File: src/rtl/sradc_pkg.sv
// Constants for the serial shift-register address controller
package sradc_pkg;
    // ----------------------------------------------------------------
    // Geometry
    // ----------------------------------------------------------------
    localparam int PHYS_LEN     = 1024;
    localparam int EXTRA_STAGES = 0;
    localparam int LOOP_LEN     = PHYS_LEN + EXTRA_STAGES;
    localparam int EFF_LEN      = LOOP_LEN - 4;
    localparam int DBL_STATES   = LOOP_LEN - EFF_LEN;
    localparam int AW           = 10;
    localparam int DW           = 4;
    localparam int CW           = 11;
    localparam logic [AW-1:0] EFF_LAST  = AW'(EFF_LEN - 1);
    localparam logic [AW-1:0] DBL_FIRST = AW'(EFF_LEN - DBL_STATES);
    localparam logic [CW-1:0] CIRC_LAST = CW'(EFF_LEN - 1);
    // ----------------------------------------------------------------
    // Word codes
    // ----------------------------------------------------------------
    localparam logic [DW-1:0] MARK_LO   = 4'hA;
    localparam logic [DW-1:0] SYNC_CODE = 4'hF;
    localparam logic [AW-1:0] SYNC_ADDR = 10'h000;
    // ----------------------------------------------------------------
    // Timing
    // ----------------------------------------------------------------
    localparam int CLK_NS      = 8;
    localparam int MIN_STEP_NS = 500;
    localparam int STEP_CYC    = (MIN_STEP_NS + CLK_NS - 1) / CLK_NS;
    localparam logic [5:0] STEP_LAST = 6'(STEP_CYC - 1);
    localparam int HOLD_US     = 1000;
    localparam int HOLD_CYC    = (HOLD_US * 1000) / CLK_NS;
    // ----------------------------------------------------------------
    // Commands and states
    // ----------------------------------------------------------------
    typedef enum logic [2:0] {
        SRADC_OP_SEEK = 3'b000,
        SRADC_OP_MARK = 3'b001,
        SRADC_OP_SYNC = 3'b010,
        SRADC_OP_INIT = 3'b011,
        SRADC_OP_SCAN = 3'b100
    } sradc_op_e;
    typedef enum logic [2:0] {
        ST_IDLE = 3'b000,
        ST_SEEK = 3'b001,
        ST_MARK = 3'b010,
        ST_SYNC = 3'b011,
        ST_INIT = 3'b100,
        ST_SCAN = 3'b101
    } sradc_st_e;
endpackage

File: src/rtl/sradc_ctrl.sv
// Address controller for a recirculating serial shift-register memory
//
// What this block does
// - The position counter wraps once per full circulation of the stored data.
// - The modulus covers the whole loop, extra recirculation stages included.
// - On a seek the register and counter step together until the counter equals the address.
// - Each step takes the minimum step interval, so a seek lasts at most length times it.
// - With a shortened length the counter wraps at the effective length.
// - For exactly physical minus effective counter states the register gets two shift pulses.
// - A doubled step loads the same item into both positions and reads them as one item.
// - Codes 10 to 15 of the 4-bit word are never data and mark string starts.
// - A marker search circulates until the wanted marker sits at the terminal.
// - A separate marker track bit can flag marker words for wide data.
// - One reserved code lives at a fixed reserved address that holds no data.
// - A resync circulates until the reserved code appears and reloads the counter.
// - An init command writes the reserved code into its reserved location.
// - A content scan compares each word up to the first match during exactly one circulation.
// - While ce is high and req_valid is not held, the register is never left unstepped beyond its hold period.
`timescale 1ns/1ps
`default_nettype none
module sradc_ctrl
    import sradc_pkg::*;
#(
    parameter int HOLD_LIMIT = sradc_pkg::HOLD_CYC
) (
    input  wire logic                     mclk,
    input  wire logic                     rst,
    input  wire logic                     ce,
    input  wire logic                     req_valid,
    input  wire sradc_pkg::sradc_op_e     req_op,
    input  wire logic [sradc_pkg::AW-1:0] req_addr,
    input  wire logic [sradc_pkg::DW-1:0] req_key,
    input  wire logic                     acc_we,
    input  wire logic [sradc_pkg::DW-1:0] acc_wdata,
    input  wire logic [sradc_pkg::DW-1:0] sr_rdata,
    input  wire logic                     sr_rmark,
    output logic                          sr_shift_q,
    output logic                          sr_load_q,
    output logic [sradc_pkg::DW-1:0]      sr_wdata_q,
    output logic [sradc_pkg::AW-1:0]      cnt_q,
    output logic                          ready_q,
    output logic                          busy_q,
    output logic                          found_q,
    output logic                          miss_q,
    output logic [sradc_pkg::AW-1:0]      found_addr_q
);
    import sradc_pkg::*;

    sradc_st_e       st_q;
    logic [AW-1:0]   tgt_q;
    logic [DW-1:0]   key_q;
    logic            stepping_q;
    logic [5:0]      stp_q;
    logic            dbl_q;
    logic [CW-1:0]   nstep_q;
    logic [16:0]     idle_q;
    logic            step_go;
    logic            step_end;
    logic            step_ld;
    logic [DW-1:0]   step_data;
    logic            dbl_now;
    logic            mark_hit;
    logic            sync_hit;
    logic            circ_done;
    logic            park;

    // ----------------------------------------------------------------
    // Decisions between steps
    // ----------------------------------------------------------------
    assign dbl_now   = (cnt_q >= DBL_FIRST);
    assign mark_hit  = (sr_rdata == key_q) && ((key_q >= MARK_LO) || sr_rmark);
    assign sync_hit  = (st_q == ST_SYNC) && !stepping_q && (sr_rdata == SYNC_CODE);
    assign circ_done = (nstep_q == CIRC_LAST);
    assign step_end  = stepping_q && (stp_q == STEP_LAST);
    // Park one position ahead well before the data would decay
    assign park      = (idle_q >= 17'(HOLD_LIMIT - 2 * STEP_CYC));

    always_comb begin
        step_go   = 1'b0;
        step_ld   = 1'b0;
        step_data = acc_wdata;
        if (!stepping_q) begin
            unique case (st_q)
                ST_IDLE: begin
                    step_go = park || (acc_we && ready_q);
                    step_ld = acc_we && ready_q;
                end
                ST_SEEK: step_go = (cnt_q != tgt_q);
                ST_MARK: step_go = !mark_hit && !circ_done;
                ST_SYNC: step_go = !sync_hit && !circ_done;
                ST_INIT: begin
                    step_go   = 1'b1;
                    step_ld   = (cnt_q == SYNC_ADDR);
                    step_data = SYNC_CODE;
                end
                ST_SCAN: step_go = !circ_done;
                default: step_go = 1'b0;
            endcase
        end
    end

    // ----------------------------------------------------------------
    // Command sequencing
    // ----------------------------------------------------------------
    always_ff @(posedge mclk or posedge rst) begin
        if (rst) begin
            st_q  <= ST_IDLE;
            tgt_q <= '0;
            key_q <= '0;
        end else if (ce) begin
            if (req_valid && !stepping_q) begin
                tgt_q <= req_addr;
                key_q <= req_key;
                unique case (req_op)
                    SRADC_OP_SEEK: st_q <= ST_SEEK;
                    SRADC_OP_MARK: st_q <= ST_MARK;
                    SRADC_OP_SYNC: st_q <= ST_SYNC;
                    SRADC_OP_INIT: st_q <= ST_INIT;
                    SRADC_OP_SCAN: st_q <= ST_SCAN;
                    default:       st_q <= ST_IDLE;
                endcase
            end else if (!stepping_q && !step_go) begin
                st_q <= ST_IDLE;
            end else if (step_go && step_ld && st_q == ST_INIT) begin
                st_q <= ST_IDLE;
            end
        end
    end

    // ----------------------------------------------------------------
    // Step engine: one data interval, one or two shift pulses
    // ----------------------------------------------------------------
    always_ff @(posedge mclk or posedge rst) begin
        if (rst) begin
            stepping_q <= 1'b0;
            stp_q      <= '0;
            dbl_q      <= 1'b0;
            sr_shift_q <= 1'b0;
            sr_load_q  <= 1'b0;
            sr_wdata_q <= '0;
        end else if (ce) begin
            if (step_go && !req_valid) begin
                stepping_q <= 1'b1;
                stp_q      <= '0;
                dbl_q      <= dbl_now;
                sr_shift_q <= 1'b1;
                sr_load_q  <= step_ld;
                sr_wdata_q <= step_data;
            end else if (stepping_q) begin
                stp_q      <= stp_q + 6'h01;
                // Second pulse reuses the held load data
                sr_shift_q <= (stp_q == 6'h00) && dbl_q;
                if (stp_q == 6'h01) begin
                    sr_load_q <= 1'b0;
                end
                if (step_end) begin
                    stepping_q <= 1'b0;
                end
            end
        end
    end

    // ----------------------------------------------------------------
    // Position counter
    // ----------------------------------------------------------------
    always_ff @(posedge mclk or posedge rst) begin
        if (rst) begin
            cnt_q <= '0;
        end else if (ce) begin
            if (sync_hit) begin
                cnt_q <= SYNC_ADDR;
            end else if (step_end) begin
                cnt_q <= (cnt_q == EFF_LAST) ? '0 : cnt_q + 10'h001;
            end
        end
    end

    // ----------------------------------------------------------------
    // Circulation and hold timers
    // ----------------------------------------------------------------
    always_ff @(posedge mclk or posedge rst) begin
        if (rst) begin
            nstep_q <= '0;
            idle_q  <= '0;
        end else if (ce) begin
            if (req_valid && !stepping_q) begin
                nstep_q <= '0;
            end else if (step_end) begin
                nstep_q <= nstep_q + 11'h001;
            end
            idle_q <= sr_shift_q ? '0 : idle_q + 17'h00001;
        end
    end

    // ----------------------------------------------------------------
    // Status
    // ----------------------------------------------------------------
    always_ff @(posedge mclk or posedge rst) begin
        if (rst) begin
            ready_q      <= 1'b0;
            busy_q       <= 1'b0;
            found_q      <= 1'b0;
            miss_q       <= 1'b0;
            found_addr_q <= '0;
        end else if (ce) begin
            busy_q <= (st_q != ST_IDLE) || stepping_q || (req_valid && !stepping_q);
            if (req_valid && !stepping_q) begin
                ready_q <= 1'b0;
                found_q <= 1'b0;
                miss_q  <= 1'b0;
            end else if (step_go) begin
                ready_q <= 1'b0;
            end else if (!stepping_q) begin
                unique case (st_q)
                    ST_SEEK: ready_q <= 1'b1;
                    ST_MARK: begin
                        ready_q      <= mark_hit;
                        found_q      <= mark_hit;
                        miss_q       <= !mark_hit;
                        found_addr_q <= cnt_q;
                    end
                    ST_SYNC: miss_q <= !sync_hit;
                    default: ready_q <= ready_q;
                endcase
            end
            if (st_q == ST_SCAN && !stepping_q && !found_q && sr_rdata == key_q) begin
                found_q      <= 1'b1;
                found_addr_q <= cnt_q;
            end
        end
    end
endmodule
`default_nettype wire

File: config.mk
export PLATFORM = sky130hd
export DESIGN_NAME = sradc_ctrl
export DESIGN_NICKNAME = d
export VERILOG_FILES = /design/src/rtl/sradc_pkg.sv /design/src/rtl/sradc_ctrl.sv
export SDC_FILE = /design/constraint.sdc
export NUM_CORES = 1
export LEC_CHECK = 0
export BUFFER_PORTS_ARGS = -buffer_cell sky130_fd_sc_hd__buf_2
export CAP_MARGIN = 20
export CORE_MARGIN = 5
export CORE_UTILIZATION = 58
export DETAILED_ROUTE_END_ITERATION = 10
export PLACE_DENSITY = 0.8
export SLEW_MARGIN = 0
export SYNTH_ARGS = -nofsm -noshare
export SYNTH_HDL_FRONTEND = slang
export SYNTH_SLANG_ARGS = --single-unit
File: constraint.sdc
create_clock -name mclk -period 2.6 [get_ports mclk]
set_input_delay 0.26 -clock mclk [delete_from_list [all_inputs] [get_ports mclk]]
set_output_delay 0.26 -clock mclk [all_outputs]
set_load 0.02 [all_outputs]
== After elaboration in Yosys (flattened, before gate mapping) ==
Index checks and enable logic that the tools add are counted.

* Flip-flop bits (word level): 83
* Output and inout bits: 30
* Word-level logic and storage cells: 144

* Reduce and logical (&&, ||, !) cells: 52
* Muxes and demuxes: 44
* Add/sub/neg operators: 4
* Equal/unequal tests: 24
* $lt $le $gt $ge: 3

{| class="wikitable"
|+ Operators by type and width
! operator !! number
|-
| two-way mux 10 bit || 8
|-
| two-way mux 11 bit || 2
|-
| two-way mux 1 bit || 21
|-
| adder 17 x 1 -> 17 bit, second input constant || 1
|-
| greater-or-equal comparator 17 bit, second input constant || 1
|-
| two-way mux 17 bit || 1
|-
| logical AND 1 bit || 16
|-
| one-hot mux 3 bit (5 select lines) || 1
|-
| == test 3 x 2 -> 1 bit, second input constant || 4
|-
| two-way mux 6 bit || 2
|-
| AND reduction 2 bit || 6
|-
| nonzero test 3 bit || 4
|-
| adder 11 x 1 -> 11 bit, second input constant || 1
|-
| == test 11 x 10 -> 1 bit, second input constant || 1
|-
| adder 10 x 1 -> 10 bit, second input constant || 1
|-
| == test 10 bit, second input constant || 1
|-
| greater-or-equal comparator 10 bit, second input constant || 1
|-
| logical NOT 10 bit || 1
|-
| != test 10 bit || 1
|-
| != test 2 x 1 -> 1 bit, second input constant || 5
|-
| nonzero test 2 bit || 5
|-
| == test 3 bit, second input constant || 3
|-
| two-way mux 3 bit || 3
|-
| != test 3 x 1 -> 1 bit, second input constant || 3
|-
| other kinds (18) || 34
|}

== Longest topological paths before layout ==
* Depth after elaboration: 12
* Gate-level depth with buffers: 9
* Gate-level depth less buffers: 8

== Worst setup path after synthesis ==
OpenSTA, ideal clock, no wires.

* Kind: reg-to-reg
* From: reg key_q[1]
* To: reg found_addr_q[0] in the netlist's numbering
* Library setup time: 0.125 ns
* Stages on the path, launching flop included: 6
* Period minus slack after synthesis: 2.158 ns
* Setup slack: 0.442 ns
* Required time: 2.475 ns
* Data arrival time: 2.034 ns
* Cell sequence: dfrtp_1 > xor2_1 > nor4_4 > a211oi_2 > o41ai_4 > mux2_2

* Longest elaborated chain between the ends: 9

{| class="wikitable"
|+ Ends and longest elaborated chain
! item !! line !! source
|-
| start: declaration || sradc_ctrl.sv:51 || <nowiki>logic [DW-1:0] key_q;</nowiki>
|-
| start signal: assignment || sradc_ctrl.sv:113 || <nowiki>key_q <= req_key;</nowiki>
|-
| greater-or-equal comparator 4 bit || sradc_ctrl.sv:71 || <nowiki>assign mark_hit = (sr_rdata == key_q) && ((key_q >= MARK_LO) || sr_rmark);</nowiki>
|-
| logical OR 1 bit || sradc_ctrl.sv:71 ||
|-
| logical AND 1 bit || sradc_ctrl.sv:71 ||
|-
| logical NOT 1 bit || sradc_ctrl.sv:89 || <nowiki>ST_MARK: step_go = !mark_hit && !circ_done;</nowiki>
|-
| logical AND 1 bit || sradc_ctrl.sv:89 ||
|-
| one-hot mux 1 bit (6 select lines) || sradc_ctrl.sv:83 || <nowiki>unique case (st_q)</nowiki>
|-
| two-way mux 1 bit || sradc_ctrl.sv:82 || <nowiki>if (!stepping_q) begin</nowiki>
|-
| != test 2 x 1 -> 1 bit (no source line) || -- ||
|-
| AND reduction 5 bit (no source line) || -- ||
|-
| end signal: assignment || sradc_ctrl.sv:220 || <nowiki>found_addr_q <= cnt_q;</nowiki>
|-
| end signal: assignment || sradc_ctrl.sv:228 || <nowiki>found_addr_q <= cnt_q;</nowiki>
|-
| end: declaration || sradc_ctrl.sv:45 || <nowiki>output logic [sradc_pkg::AW-1:0] found_addr_q</nowiki>
|}

Parallel ways exist; a longest one is shown, timed or not.
A chain may end at the register's enable or synchronous reset.

== Worst setup path after layout ==
* From: reg st_q[0]
* To: reg sr_load_q

* Longest elaborated chain between the ends: 10

{| class="wikitable"
|+ Ends and longest elaborated chain
! item !! line !! source
|-
| start: declaration || sradc_ctrl.sv:49 || <nowiki>sradc_st_e st_q;</nowiki>
|-
| start signal: assignment || sradc_ctrl.sv:107 || <nowiki>st_q <= ST_IDLE;</nowiki>
|-
| start signal: assignment || sradc_ctrl.sv:115 || <nowiki>SRADC_OP_SEEK: st_q <= ST_SEEK;</nowiki>
|-
| start signal: assignment || sradc_ctrl.sv:116 || <nowiki>SRADC_OP_MARK: st_q <= ST_MARK;</nowiki>
|-
| == test 3 x 2 -> 1 bit || sradc_ctrl.sv:72, sradc_ctrl.sv:83 ||
|-
| logical AND 1 bit (2 in series) || sradc_ctrl.sv:72 || <nowiki>assign sync_hit = (st_q == ST_SYNC) && !stepping_q && (sr_rdata == SYNC_CODE);</nowiki>
|-
| logical NOT 1 bit || sradc_ctrl.sv:90 || <nowiki>ST_SYNC: step_go = !sync_hit && !circ_done;</nowiki>
|-
| logical AND 1 bit || sradc_ctrl.sv:90 ||
|-
| one-hot mux 1 bit (6 select lines) || sradc_ctrl.sv:83 ||
|-
| two-way mux 1 bit || sradc_ctrl.sv:82 ||
|-
| logical AND 1 bit || sradc_ctrl.sv:142 || <nowiki>if (step_go && !req_valid) begin</nowiki>
|-
| nonzero test 2 bit (no source line) || -- ||
|-
| AND reduction 3 bit (no source line) || -- ||
|-
| end signal: assignment || sradc_ctrl.sv:147 || <nowiki>sr_load_q <= step_ld;</nowiki>
|-
| end: declaration || sradc_ctrl.sv:38 || <nowiki>output logic sr_load_q,</nowiki>
|}

Parallel ways exist; a longest one is shown, timed or not.

==> results.md <==
- Sw Pwr: 1.56 mW
- Sw frac: 36.0%
- Share of power burned in registers: 43.8%
- Post-synth top area share: 47.0%
- EDFF count, synth: 0
- Min Tclk post-route: 2.28 ns
- Syn nets: 487
- Final worst path period share: 87.6%
- Worst EP arrival: 2.55 ns
- ANT cells: 0
- Slew @ Worst Pin: 0.710 ns
- Design area: 0.00513 mm²
- Worst-path clk slew: 0.08 ns
- CP endpoint kind: flop
- Final Setup Violations: 0
- Global route total overflow: 0
- First DRT Iteration DRCs: 145
- Clock Sink Count: 83
- Initial antenna violation count: 0
- First-pass GRT wire length: 17,900 µm
- # H-tree levels: 3
- Startpoint types: flop
- Die width: 97.3 µm
- Ys Warns: 0
- Post-synth top flop: dfrtp_1
- Post-Syn Instances: 447
- Placed Area: 0.00492 mm²
- Longest Clk Path Bufs: 2
- HP Class: primary input to async pin
- Slew headroom: 52.6%
- Max frequency: 439 MHz
- Most common cell after layout, fill and taps aside: dfrtp_1
- Total Nets Final: 558
- Seq/Total Area, Yosys: 47.0%
- Pleak: 2.40 nW
- Chip Height: 97.3 µm
- Vias in the first global route: 3,698
- Int Pwr: 2.78 mW
- CTS tree: yes
- Comb pwr share: 32.6%
- Hold-fix buffers, CTS: 0
- I/O Buffers: 60
- Outcome: finished, violations left
- Share of layout cells above drive strength 1: 25.3%
- Setup bufs post-CTS: 0
- Clock Latency Late Sink: 0.36 ns
- Final setup TNS: 0 ns
- CTS buffer count: 9
- Core Rows: 31
- Final hold slack: -0.00570 ns
- Initial Utilization: 60.3%
- Hold Violations, Final: 15
- Top-level port count: 61
- CP required: 2.88 ns
- Yosys top cell by area: dfrtp_1
- Pwr Total: 4.34 mW
- Synthesized cell area: 0.00442 mm²
- Post-route antenna net violation count: 0
- Unrepaired setup endpoints after global routing: no
- Area delta synth->final: 16.1%
- FFs w/ async S/R, synth: 100%
- Post-CTS resize count: 0
- Die area: 0.00946 mm²
- GP Congestion: 0.907
- Via count: 3,607
- Via density: 5.81
- DR WL/cell: 16.8 µm
- Dpl hpwl: 7710 µm
- Most frequent cells in the layout: dfrtp_1, buf_2, nor2_1
- Total wire length: 10,400 µm
- Worst VDD drop: 0.433 mV
- Failing checks: negative hold slack
- DR pass1 iterations: 4
- Synth top area cells: dfrtp_1, mux2_2, xor2_1
- Final number of max-transition violations: 0
- Avg Inst Size Synth: 9.88 µm²
- Post-synthesis cell type count: 50
- Total track usage: 22.9%
- Max-Cap Viols: 0
- Root Buffer: clkbuf_8
- PD cells: 846 mW/mm²
- Kind of critical path: flop to flop
- Clock power share: 23.6%
- Core area: 0.00733 mm²
- # DRC: 0
- Flops & latches, synth: 83
- Crit-path max FO: 7
- Final Skew: 0.0163 ns
- Largest net degree at the start of global routing: 46
==> cell type report <==
type,instances,area (µm²)
multi-input combinational,331,2210
fill,577,2200
sequential,83,2080
timing repair buffer,78,448
clock buffer,10,138
tap,99,124
clock inverter,5,77.6
inverter,15,57.6
==> cells by family (layout without fill, tap and decap cells) <==
logic type | Yosys count | in the layout | synth area share (%)
buf+inv | 33 | 108 | 2.97
flops | 83 | 83 | 47.0
xor+xnor | 38 | 38 | 7.53
mux | 31 | 31 | 7.84
fa+ha+maj | 9 | 9 | 2.55
compound gates | 80 | 80 | 11.9
simple gates | 173 | 173 | 20.2
==> cell usage after synthesis, types with 2 or more instances <==
cell type	number
nand2_1	30
a41oi_1	2
a31oi_1	2
a22o_1	2
mux2_2	29
a211oi_1	2
o21bai_1	2
nand4_1	15
nor3b_1	2
xnor2_1	12
o31ai_1	8
or2_2	2
nor2_1	54
nor3_1	12
and2_1	3
nand2b_1	4
nor4_1	7
nand3b_1	3
mux2i_1	2
nand4b_1	2
inv_1	15
nand3_1	13
a21oi_1	12
o21ai_0	36
clkbuf_1	12
nor2b_1	7
and3_1	7
o21a_1	2
buf_2	6
xor2_1	26
dfrtp_1	83
o22ai_1	2
or3_1	6
ha_1	9
==> sequential cells by signal, summed over array words and instances, names as in the netlist, 4 cells and up <==
register	flops
stp_q	6
sr_wdata_q	4
idle_q	17
tgt_q	10
key_q	4
nstep_q	11
cnt_q	10
found_addr_q	10
==> stage by stage <==
stage          setup slack (ns)  std cells  utilization (%)
4_1_cts                   0.339        621             70.0
5_1_grt                   0.170        621             70.0
3_3_place_gp              0.407        606             67.1
6_report                  0.322        621             70.0
2_1_floorplan             0.203        447                -
3_5_place_dp              0.374        606             67.1
==> routing by layer <==
layer  GRT usage [%]  share of wire, %  wire [µm]
met3            4.74               5.9        611
met5               0                 0          0
met1            29.3                44       4580
met2            38.4                48       5060
met4            8.41               1.8        188
==> power groups by stage <==
stage | clock, mW | combinational (mW) | sequential [mW]
floorplan | 0 | 0.992 | 1.90
global placement | 0 | 1.36 | 1.90
detailed placement | 0 | 1.41 | 1.92
CTS | 1.03 | 1.42 | 1.90
global route | 1.08 | 1.59 | 1.95
finish | 1.03 | 1.41 | 1.90
==> critical path: stages (launching register included) <==
cell,delay [ns]
dfrtp_1,0.46
buf_4,0.20
or3b_2,0.45
a31oi_1,0.32
nor4b_4,0.12
nor2_1,0.41
mux2i_1,0.24
==> path summary, 6_finish.rpt <==
| path | from | to | slack (ns) | cells past startpoint |
|---|---|---|---|---|
| worst max-delay path | st_q[0] | sr_load_q | 0.32 | 6 |
| worst min-delay path | rst | idle_q[1] | -0.006 | 2 |
| worst max register to register | st_q[0] | sr_load_q | 0.32 | 6 |
| worst min register to register | found_addr_q[8] | found_addr_q[8] | 0.51 | 1 |
| max in group asynchronous | rst | miss_q | 1.92 | 3 |
| min in group mclk | req_addr[0] | tgt_q[0] | 0.13 | 2 |
Note: power is estimated with default switching activity, not from simulation.
